File: src/inc/esc_defines.svh
// Purpose: shared constants of the eight-line serial scanner
// Assumes: system clock of 100 MHz
// Notes: times are kept as printed, cycle counts derive from them
`ifndef ESC_DEFINES_SVH
`define ESC_DEFINES_SVH
`define ESC_CLK_MHZ 100
`define ESC_SYS_KHZ 18'h186A0
`define ESC_MASTER_KHZ 18'h013CC
`define ESC_PHASE_DIV 3'h5
`define ESC_SLOT_NS 4000
`define ESC_XFER_NS 300
`define ESC_SETTLE_NS 150
`define ESC_XFER_CYC ((`ESC_XFER_NS * `ESC_CLK_MHZ + 999) / 1000)
`define ESC_WINDOW_CYC ((`ESC_XFER_NS * `ESC_CLK_MHZ) / 1000)
`define ESC_SETTLE_CYC ((`ESC_SETTLE_NS * `ESC_CLK_MHZ + 999) / 1000)
`define ESC_SILO_DEPTH 64
`define ESC_LINES 8
`define ESC_LPR_LINE_LSB 0
`define ESC_LPR_SPEED_LSB 8
`define ESC_LPR_RXON_BIT 12
`define ESC_BAUD_BASE_DIV 12'h010
`endif

File: src/inc/esc_pkg.sv
// Purpose: types of the eight-line serial scanner
// Assumes: nothing beyond the defines header
// Notes: state codes are one-hot
package esc_pkg;
	typedef enum logic [3:0] {PH1 = 4'h1, PH2 = 4'h2, PH3 = 4'h4, PH4 = 4'h8} esc_phase_t;
	typedef enum logic [2:0] {TX_IDLE = 3'h1, TX_PULSE = 3'h2, TX_SETTLE = 3'h4} esc_xfer_t;
	typedef struct packed {
		logic [3:0] cond;
		logic [7:0] ch;
	} esc_uart_rx_t;
	typedef struct packed {
		logic [3:0] cond;
		logic spare;
		logic [2:0] line;
		logic [7:0] ch;
	} esc_silo_word_t;
endpackage

File: src/rtl/esc_rx_silo.sv
// Purpose: receive silo, a shift-down store of received words
// Assumes: push only when room is high
// Notes: entry 0 is the word the host sees
`timescale 1ns/1ps
`default_nettype none
`include "esc_defines.svh"
module esc_rx_silo
	import esc_pkg::*;
#(
	parameter int DEPTH = `ESC_SILO_DEPTH
)
(
	input wire logic clk,
	input wire logic clr,
	input wire logic push,
	input wire esc_silo_word_t push_word,
	input wire logic pop,
	output var esc_silo_word_t head,
	output logic present,
	output logic room
);
	localparam int CW = $clog2(DEPTH + 1);
	typedef struct packed {
		esc_silo_word_t [DEPTH-1:0] mem;
		logic [CW-1:0] cnt;
		logic present;
	} esc_silo_st_t;
	esc_silo_st_t s_ff;
	esc_silo_st_t nxt_s;

	assign head = s_ff.mem[0];
	assign present = s_ff.present;
	assign room = (s_ff.cnt != CW'(DEPTH));

	always_comb
	begin
		nxt_s = s_ff;
		if (pop && s_ff.present)
		begin
			nxt_s.mem = {esc_silo_word_t'(16'h0000), s_ff.mem[DEPTH-1:1]};
			nxt_s.cnt = s_ff.cnt - CW'(1);
		end
		// a full silo refuses the push even when a pop frees a slot
		if (push && room)
		begin
			nxt_s.mem[nxt_s.cnt] = push_word;
			nxt_s.cnt = nxt_s.cnt + CW'(1);
		end
		nxt_s.present = (nxt_s.cnt != '0);
	end

	always_ff @(posedge clk)
	begin
		if (clr)
			s_ff <= '0;
		else
			s_ff <= nxt_s;
	end
endmodule
`default_nettype wire

File: src/rtl/esc_baud_gen.sv
// Purpose: per-line bit clocks from the master clock tick
// Assumes: master_tick is one cycle wide at the master rate
// Notes: divisor table is a plain linear one
`timescale 1ns/1ps
`default_nettype none
`include "esc_defines.svh"
module esc_baud_gen
	import esc_pkg::*;
#(
	parameter int LINES = `ESC_LINES
)
(
	input wire logic clk,
	input wire logic clr,
	input wire logic master_tick,
	input wire logic param_write,
	input wire logic [15:0] param_data,
	output logic [LINES-1:0] tx_bit_clock,
	output logic [LINES-1:0] rx_bit_clock
);
	typedef struct packed {
		logic [LINES-1:0][3:0] speed;
		logic [LINES-1:0][11:0] cnt;
		logic [LINES-1:0] rx_on;
		logic [LINES-1:0] txc;
		logic [LINES-1:0] rxc;
	} esc_baud_st_t;
	esc_baud_st_t s_ff;
	esc_baud_st_t nxt_s;

	function automatic logic [11:0] esc_divisor(input logic [3:0] sp);
		esc_divisor = 12'(`ESC_BAUD_BASE_DIV * (5'h10 - {1'b0, sp}));
	endfunction

	assign tx_bit_clock = s_ff.txc;
	assign rx_bit_clock = s_ff.rxc;

	always_comb
	begin
		logic [2:0] ln;
		ln = param_data[`ESC_LPR_LINE_LSB +: 3];
		nxt_s = s_ff;
		if (param_write)
		begin
			nxt_s.speed[ln] = param_data[`ESC_LPR_SPEED_LSB +: 4];
			nxt_s.rx_on[ln] = param_data[`ESC_LPR_RXON_BIT];
		end
		for (int i = 0; i < LINES; i++)
		begin
			if (master_tick)
			begin
				if (s_ff.cnt[i] == 12'h000)
				begin
					nxt_s.cnt[i] = esc_divisor(s_ff.speed[i]) - 12'h001;
					nxt_s.txc[i] = ~s_ff.txc[i];
				end
				else
					nxt_s.cnt[i] = s_ff.cnt[i] - 12'h001;
			end
			// receive clock is the transmit clock gated, so both share one rate
			nxt_s.rxc[i] = nxt_s.txc[i] & nxt_s.rx_on[i];
		end
	end

	always_ff @(posedge clk)
	begin
		if (clr)
			s_ff <= '0;
		else
			s_ff <= nxt_s;
	end
endmodule
`default_nettype wire

File: src/rtl/esc_scanner.sv
// Purpose: scanner of an eight-line serial multiplexer
// Assumes: all inputs synchronous to clk; host pulses are one cycle
// Notes: the master clock is made by a fractional accumulator off clk
// Notes on behaviour
// phase clock is the master clock divided by five; master clock also drives baud
// each line slot lasts 4.0 us, split into four equal phases
// three-bit line counter steps at phase four to one, all eight lines in turn
// phase one tests char waiting; with silo room push at phase two start
// char waiting clear runs through phase three, only after a push
// silo holds 64 words of 16 bits: char, line, condition bits
// host read with character present pops silo; next word moves to output
// scanned line's tx empty and enable are latched into its pending bit
// pending bits load encoder input only while no line is offered
// highest pending line wins; its number and any-pending go to host
// service request only while a line is pending and load flag is clear
// host transmit write sets load flag and drops service request
// transfer starts in first 300 ns of a phase, never in phase one
// 300 ns transfer pulse strobes only the selected line's uart
// during the pulse the selected line's pending bit is cleared
// after the pulse encoder is off, reloaded, and waits 150 ns
// after a transfer flags clear; another pending line is offered again
// disabling the offered line runs the same sequence without a strobe
// line parameter write sets speed; receiver-on gates the receive clock
// transmitter and receiver of a line share one speed setting
// receive-done follows a non-empty silo and is the receive request
// transmit request when service request and transmit irq enable
// host sets each line's enable bit to permit or stop its service
// reset or device clear empties silo, clears pending, restarts timing
`timescale 1ns/1ps
`default_nettype none
`include "esc_defines.svh"
module esc_scanner
	import esc_pkg::*;
(
	input wire logic clk,
	input wire logic sys_rst,
	input wire logic dev_clear,
	input wire logic [7:0] line_enable,
	input wire logic tx_irq_enable,
	input wire logic [7:0] char_waiting_flag,
	input wire esc_uart_rx_t [7:0] uart_rx,
	input wire logic receive_read,
	input wire logic [7:0] uart_tx_empty,
	input wire logic transmit_write,
	input wire logic [7:0] transmit_data,
	input wire logic lpr_write,
	input wire logic [15:0] lpr_data,
	output logic [7:0] char_waiting_clear,
	output var esc_silo_word_t receive_word,
	output logic rx_char_present,
	output logic rx_irq,
	output logic [7:0] transmit_char,
	output logic [7:0] char_load_strobe,
	output logic tx_service_request,
	output logic any_line_pending,
	output logic [2:0] tx_line,
	output logic tx_irq,
	output logic [7:0] tx_bit_clock,
	output logic [7:0] rx_bit_clock
);
	typedef struct packed {
		logic [16:0] acc;
		logic mtick;
		logic [2:0] div;
		esc_phase_t phase;
		logic [5:0] pcyc;
		logic [2:0] line;
		logic pushed;
		logic [7:0] wait_clr;
		logic [7:0] pend;
		logic [7:0] enc_in;
		logic enc_off;
		logic load;
		logic no_strobe;
		esc_xfer_t xs;
		logic [4:0] tcnt;
		logic [7:0] tchar;
		logic [7:0] strobe;
		logic any;
		logic [2:0] tline;
		logic treq;
		logic tirq;
	} esc_scan_st_t;
	esc_scan_st_t s_ff;
	esc_scan_st_t nxt_s;

	logic clr;
	logic silo_push;
	logic silo_pop;
	logic silo_room;
	logic silo_present;
	esc_silo_word_t silo_in;
	esc_silo_word_t silo_head;

	function automatic logic [7:0] esc_line_bit(input logic [2:0] l);
		esc_line_bit = 8'h01 << l;
	endfunction

	// later indices overwrite earlier ones, so the highest pending line wins
	function automatic logic [3:0] esc_prio(input logic [7:0] v);
		esc_prio = 4'h0;
		for (int i = 0; i < 8; i++)
		begin
			if (v[i])
				esc_prio = {1'b1, 3'(i)};
		end
	endfunction

	// either reset source restarts the whole scan from line 0, phase one
	assign clr = sys_rst | dev_clear;
	assign silo_in = '{cond: uart_rx[s_ff.line].cond,
		spare: 1'b0,
		line: s_ff.line,
		ch: uart_rx[s_ff.line].ch};
	assign silo_pop = receive_read & silo_present;

	assign char_waiting_clear = s_ff.wait_clr;
	assign receive_word = silo_head;
	assign rx_char_present = silo_present;
	assign rx_irq = silo_present;
	assign transmit_char = s_ff.tchar;
	assign char_load_strobe = s_ff.strobe;
	assign tx_service_request = s_ff.treq;
	assign any_line_pending = s_ff.any;
	assign tx_line = s_ff.tline;
	assign tx_irq = s_ff.tirq;

	always_comb
	begin
		logic [17:0] sum;
		logic ptick;
		logic [3:0] enc;
		nxt_s = s_ff;
		ptick = 1'b0;
		enc = 4'h0;
		sum = {1'b0, s_ff.acc} + `ESC_MASTER_KHZ;
		// fractional step keeps the average master rate exact
		if (sum >= `ESC_SYS_KHZ)
		begin
			nxt_s.acc = 17'(sum - `ESC_SYS_KHZ);
			nxt_s.mtick = 1'b1;
		end
		else
		begin
			nxt_s.acc = sum[16:0];
			nxt_s.mtick = 1'b0;
		end
		// the divider moves only on a master tick; the phase steps on every fifth
		ptick = nxt_s.mtick && (s_ff.div == `ESC_PHASE_DIV - 3'h1);
		if (nxt_s.mtick)
			nxt_s.div = ptick ? 3'h0 : s_ff.div + 3'h1;
		// the phase cycle count saturates, so a long phase never wraps into the window
		silo_push = 1'b0;
		if (ptick)
		begin
			nxt_s.pcyc = 6'h00;
			case (s_ff.phase)
				PH1:
				begin
					nxt_s.phase = PH2;
					silo_push = char_waiting_flag[s_ff.line] & silo_room;
					nxt_s.pushed = silo_push;
				end
				PH2:
				begin
					nxt_s.phase = PH3;
					nxt_s.wait_clr = s_ff.pushed ? esc_line_bit(s_ff.line) : 8'h00;
				end
				PH3:
				begin
					nxt_s.phase = PH4;
					nxt_s.wait_clr = 8'h00;
				end
				PH4:
				begin
					nxt_s.phase = PH1;
					nxt_s.pushed = 1'b0;
					nxt_s.line = s_ff.line + 3'h1;
				end
				default:
				begin
					nxt_s.phase = PH1;
				end
			endcase
		end
		else if (s_ff.pcyc != 6'h3F)
			nxt_s.pcyc = s_ff.pcyc + 6'h01;

		// the scanned line is sampled in phase one, the offered line cleared later
		if (s_ff.phase == PH1)
			nxt_s.pend[s_ff.line] = uart_tx_empty[s_ff.line] & line_enable[s_ff.line];
		if (s_ff.xs == TX_PULSE)
			nxt_s.pend[s_ff.tline] = 1'b0;

		case (s_ff.xs)
			TX_IDLE:
			begin
				if (s_ff.load && s_ff.phase != PH1 && s_ff.pcyc < 6'(`ESC_WINDOW_CYC))
				begin
					nxt_s.xs = TX_PULSE;
					// widths round up, so the pulse never falls short of its time
					nxt_s.tcnt = 5'(`ESC_XFER_CYC - 1);
					// a disabled or absent line runs the same sequence but strobes no uart
					nxt_s.strobe = (s_ff.no_strobe || !s_ff.any) ? 8'h00
						: esc_line_bit(s_ff.tline);
				end
			end
			TX_PULSE:
			begin
				if (s_ff.tcnt == 5'h00)
				begin
					nxt_s.xs = TX_SETTLE;
					nxt_s.strobe = 8'h00;
					// encoder stays dark while its inputs settle, so no half-loaded line shows
					nxt_s.enc_off = 1'b1;
					nxt_s.enc_in = nxt_s.pend;
					nxt_s.load = 1'b0;
					nxt_s.no_strobe = 1'b0;
					nxt_s.tcnt = 5'(`ESC_SETTLE_CYC - 1);
				end
				else
					nxt_s.tcnt = s_ff.tcnt - 5'h01;
			end
			TX_SETTLE:
			begin
				if (s_ff.tcnt == 5'h00)
				begin
					nxt_s.xs = TX_IDLE;
					nxt_s.enc_off = 1'b0;
				end
				else
					nxt_s.tcnt = s_ff.tcnt - 5'h01;
			end
			default:
			begin
				nxt_s.xs = TX_IDLE;
			end
		endcase

		// placed after the flag clear so a write in the same cycle is kept
		// a write wins over the disable path, so a written character is never dropped
		if (transmit_write)
		begin
			nxt_s.tchar = transmit_data;
			nxt_s.load = 1'b1;
			nxt_s.no_strobe = 1'b0;
		end
		else if (s_ff.any && !s_ff.load && !line_enable[s_ff.tline])
		begin
			nxt_s.load = 1'b1;
			nxt_s.no_strobe = 1'b1;
		end

		if (!s_ff.any && s_ff.xs == TX_IDLE)
			nxt_s.enc_in = nxt_s.pend;
		enc = esc_prio(nxt_s.enc_in);
		nxt_s.any = enc[3] & ~nxt_s.enc_off;
		nxt_s.tline = enc[2:0];
		nxt_s.treq = nxt_s.any & ~nxt_s.load;
		// built from the next request so request and interrupt flops move together
		nxt_s.tirq = nxt_s.treq & tx_irq_enable;
	end

	always_ff @(posedge clk)
	begin
		if (clr)
		begin
			// all-zero is no legal one-hot code, so both state fields are set apart
			s_ff <= '0;
			s_ff.phase <= PH1;
			s_ff.xs <= TX_IDLE;
		end
		else
			s_ff <= nxt_s;
	end

	// the silo shares the scanner's clear, so no stale word outlives a device clear
	esc_rx_silo #(
		.DEPTH(`ESC_SILO_DEPTH)
	) esc_rx_silo_inst (
		.clk(clk),
		.clr(clr),
		.push(silo_push),
		.push_word(silo_in),
		.pop(silo_pop),
		.head(silo_head),
		.present(silo_present),
		.room(silo_room)
	);

	// bit clocks run off the same master tick as the phase divider
	esc_baud_gen #(
		.LINES(`ESC_LINES)
	) esc_baud_gen_inst (
		.clk(clk),
		.clr(clr),
		.master_tick(s_ff.mtick),
		.param_write(lpr_write),
		.param_data(lpr_data),
		.tx_bit_clock(tx_bit_clock),
		.rx_bit_clock(rx_bit_clock)
	);
endmodule
`default_nettype wire

File: config.mk
export PLATFORM = sky130hd
export DESIGN_NAME = esc_scanner
export DESIGN_NICKNAME = d
export VERILOG_FILES = /design/src/inc/esc_pkg.sv /design/src/rtl/esc_rx_silo.sv /design/src/rtl/esc_baud_gen.sv /design/src/rtl/esc_scanner.sv
export VERILOG_INCLUDE_DIRS = /design/src /design/src/inc
export SDC_FILE = /design/constraint.sdc
export NUM_CORES = 2
export LEC_CHECK = 0
export BUFFER_PORTS_ARGS = -buffer_cell sky130_fd_sc_hd__buf_2
export CAP_MARGIN = 0
export CORE_ASPECT_RATIO = 1.1
export CORE_MARGIN = 2
export CORE_UTILIZATION = 40
export CTS_CLUSTER_DIAMETER = 60
export DETAILED_ROUTE_END_ITERATION = 16
export REMOVE_ABC_BUFFERS = 1
export SLEW_MARGIN = 40
export SYNTH_ARGS = -nofsm -noshare
export SYNTH_HDL_FRONTEND = slang
export SYNTH_SLANG_ARGS = --single-unit
File: constraint.sdc
create_clock -name clk -period 3.3 [get_ports clk]
set_input_delay 0.66 -clock clk [delete_from_list [all_inputs] [get_ports clk]]
set_output_delay 0.66 -clock clk [all_outputs]
set_load 0.02 [all_outputs]
==> out/qor.txt <==
Worst Hold Class: input pin to flop
Drt first pass iters: 5
Post-synth top area share: 42.3%
Final #Nets: 8,192
Die X: 374 um
Routed Antenna Nets: 0
Register area share after synthesis: 42.3%
Clock Tree Root: clkbuf_16
Final setup TNS: 0 ns
FF+latch area: 25,500 um^2
Initial Util: 40.3%
Grt met1 use: 26.7%
Busiest grt layer: met2
WL/cell: 16.3 um
Setup violators final: 0
Routed Wire Length: 164,000 um
Layout fillers: 15,000
Max-cap violations: 0
Post-route cell area: 67,900 um^2
Buffers on Ports: 206
CP bufs+invs: 1
Mapped Cells: 8,237
Boundary Pins: 215
CP startpoint kind: flop
Core area: 150,000 um^2
Skew final: 0.0497 ns
Crit path time final: 3.13 ns
Achievable frequency: 320 MHz
Clk sinks: 1,274
Worst Path Arrival: 3.75 ns
Slew @ Worst Pin: 0.948 ns
Clock Path Buffers: 3
Count leader, synth: nand2_1
Final worst path period share: 94.8%
Worst-path clk slew: 0.06 ns
Grt total ovfl: 0
Design Power: 33.1 mW
DIE AREA: 154,000 um^2
Vias in the first global route: 50,200
Multi-input gate area: 31,400 um^2
Synth Register Bits: 1,274
Headroom to the max-slew limit: 36.8%
CP max FO: 31
Post-synthesis cell type count: 84
CP required: 3.92 ns
Skew-Pair Late Insertion Delay: 0.78 ns
Die Height: 411 um
CTS tree: done
Via count: 54,000
Max-slew violations: 0
Outcome: completed
Synth area leaders: dfxtp_1, nand2_1, a21oi_1
Vias per cell: 5.37
Worst setup path class: flop to flop
DP HPWL: 98,300 um
Placement Cell Area: 63,000 um^2
Family with the most delay on the worst path: simple AND/OR/NAND/NOR gates
Post-Syn Area per Cell: 7.32 um^2
DR iter-0 viols: 3,795
Final RePlAce weighted congestion: 0.818
Maximum vdd ir drop: 0.410 mV
Met2 Use GR: 35.4%
Crit-path slowest cell: nor3_2
Hold Buf Count CTS: 0
R2R Setup Slk: 0.17 ns
DRC errors left: 0
H-Tree Level Count: 4
Met3 Use GR: 2.86%
Total CTS buffers: 144
Largest net degree at the start of global routing: 184
Synth top cells by count: nand2_1, dfxtp_1, a21oi_1
Initial antenna violation count: 4
Unrepaired setup endpoints after global routing: false
GRT Total Usage: 20.7%
Ys async rst share: 0%
CP Capture Type: flop
Layout cells sized above 1: 9.48%
# diodes: 0
P&R area growth vs syn: 12.6%
Crit-path cells: or4_1 -> o21a_1 -> o41a_1 -> nor3_2 -> o2111ai_2 -> buf_12 -> nor2_1 -> a211oi_1
Post-synth EDFFs: 0
Synth Cell Area: 60,300 um^2
Ys Warns: 0
Final core utilization: 45.3%
Leakage: 24.2 nW
Max incr delay on CP: 0.61 ns
Final hold vios: 0
PD cells: 487 nW/um^2
Main synth FF type: dfxtp_1
Post-synth top area cell: dfxtp_1
First-pass GRT wire length: 266,000 um
# rows: 149
==> final cells by class <==
type                    instances  area share (%)
flip-flops and latches       1274            37.6
multi-input cells            6100            46.3
well taps                    1963            3.62
inverters                      71           0.393
repair buffers                411            5.14
clock buffers                 212            6.22
clock inverters                41           0.726
==> timing repair <==
item,CTS,global route
gates resized for setup,2,5
setup endpoints to repair,3,717
setup buffers,0,7
pin swaps,0,2
gates cloned,0,1
==> per-layer routing <==
metal / wire, um / share of wire, % / vias to the layer above
li1: - / - / 27300
met1: 74400 / 45 / 25500
met2: 78100 / 48 / 1065
met3: 6950 / 4.2 / 254
met4: 4610 / 2.8 / 0
met5: 0 / 0 / -
==> cells in the final DEF, fill, tap and decap left out, types with 16 or more instances in the layout <==
cell,count
nand2_1,2542
dfxtp_1,1270
a21oi_1,822
o21ai_0,816
nor2_1,531
mux2i_1,303
a211oi_1,229
buf_2,206
clkbuf_16,146
buf_4,132
nor3_1,80
and3_1,75
inv_1,69
buf_12,65
nand3_1,64
o21ai_1,55
o2111ai_2,54
ha_1,39
xnor2_1,37
clkbuf_8,34
clkbuf_1,33
xor2_1,27
a22oi_1,26
o31ai_1,25
nand2b_1,23
nor4_1,20
and2_1,20
o211ai_1,18
a31oi_1,17
a311oi_1,16
==> flip-flops by register name (all words and copies together) (netlist names) <==
name,cells
any_line_pending,1
char_load_strobe,8
char_waiting_clear,8
esc_baud_gen_inst.rx_bit_clock,8
esc_baud_gen_inst.s_ff,136
esc_baud_gen_inst.tx_bit_clock,8
esc_rx_silo_inst.head,16
esc_rx_silo_inst.present,1
esc_rx_silo_inst.s_ff,1015
s_ff,60
transmit_char,8
tx_irq,1
tx_line,3
tx_service_request,1
==> power by group <==
part           internal, mW  switching, mW
registers              15.4         0.0270
logic                 0.420           1.24
clock network          9.30           6.69
total                  25.1           7.96
==> metrics by stage <==
step / std cells / setup WS, ns / hold slack (ns)
global route: 10100 / 0.000453 / 0.112
finish: 10100 / 0.173 / 0.116
detailed placement: 9810 / -0.0122 / 0.460
floorplan: 7445 / -19.47 / 0.439
global placement: 9807 / -0.0197 / 0.445
CTS: 10100 / 0.0110 / 0.0759
==> worst paths after layout <==
kind / start / to / depth (start not counted)
setup reg to reg: esc_rx_silo_inst.s_ff[6]$_SDFF_PP0_ / esc_rx_silo_inst.s_ff[81]$_SDFF_PP0_ / 8
hold / removal: transmit_data[0] / transmit_char[0]$_SDFFE_PP0P_ / 3
hold reg to reg: esc_rx_silo_inst.s_ff[1031]$_SDFF_PP0_ / esc_rx_silo_inst.s_ff[1031]$_SDFF_PP0_ / 2
setup / recovery: esc_rx_silo_inst.s_ff[6]$_SDFF_PP0_ / esc_rx_silo_inst.s_ff[81]$_SDFF_PP0_ / 8
==> worst reg2reg max path, cell delays in order (launching register included) <==
cell and delay, ns:
dfxtp_1 0.37, or4_1 0.59, o21a_1 0.27, o41a_1 0.44
nor3_2 0.61, o2111ai_2 0.27, buf_12 0.24, nor2_1 0.13
a211oi_1 0.06
==> logic make-up after synthesis <==
logic type / after synthesis / share of synthesized area, %
buf+inv: 863 / 6.02
compound gates: 2191 / 21.1
xor+xnor: 64 / 0.930
flops: 1274 / 42.3
simple gates: 3481 / 23.2
mux: 325 / 5.65
fa+ha+maj: 39 / 0.810
No activity file was read; power rests on OpenSTA's default activity.
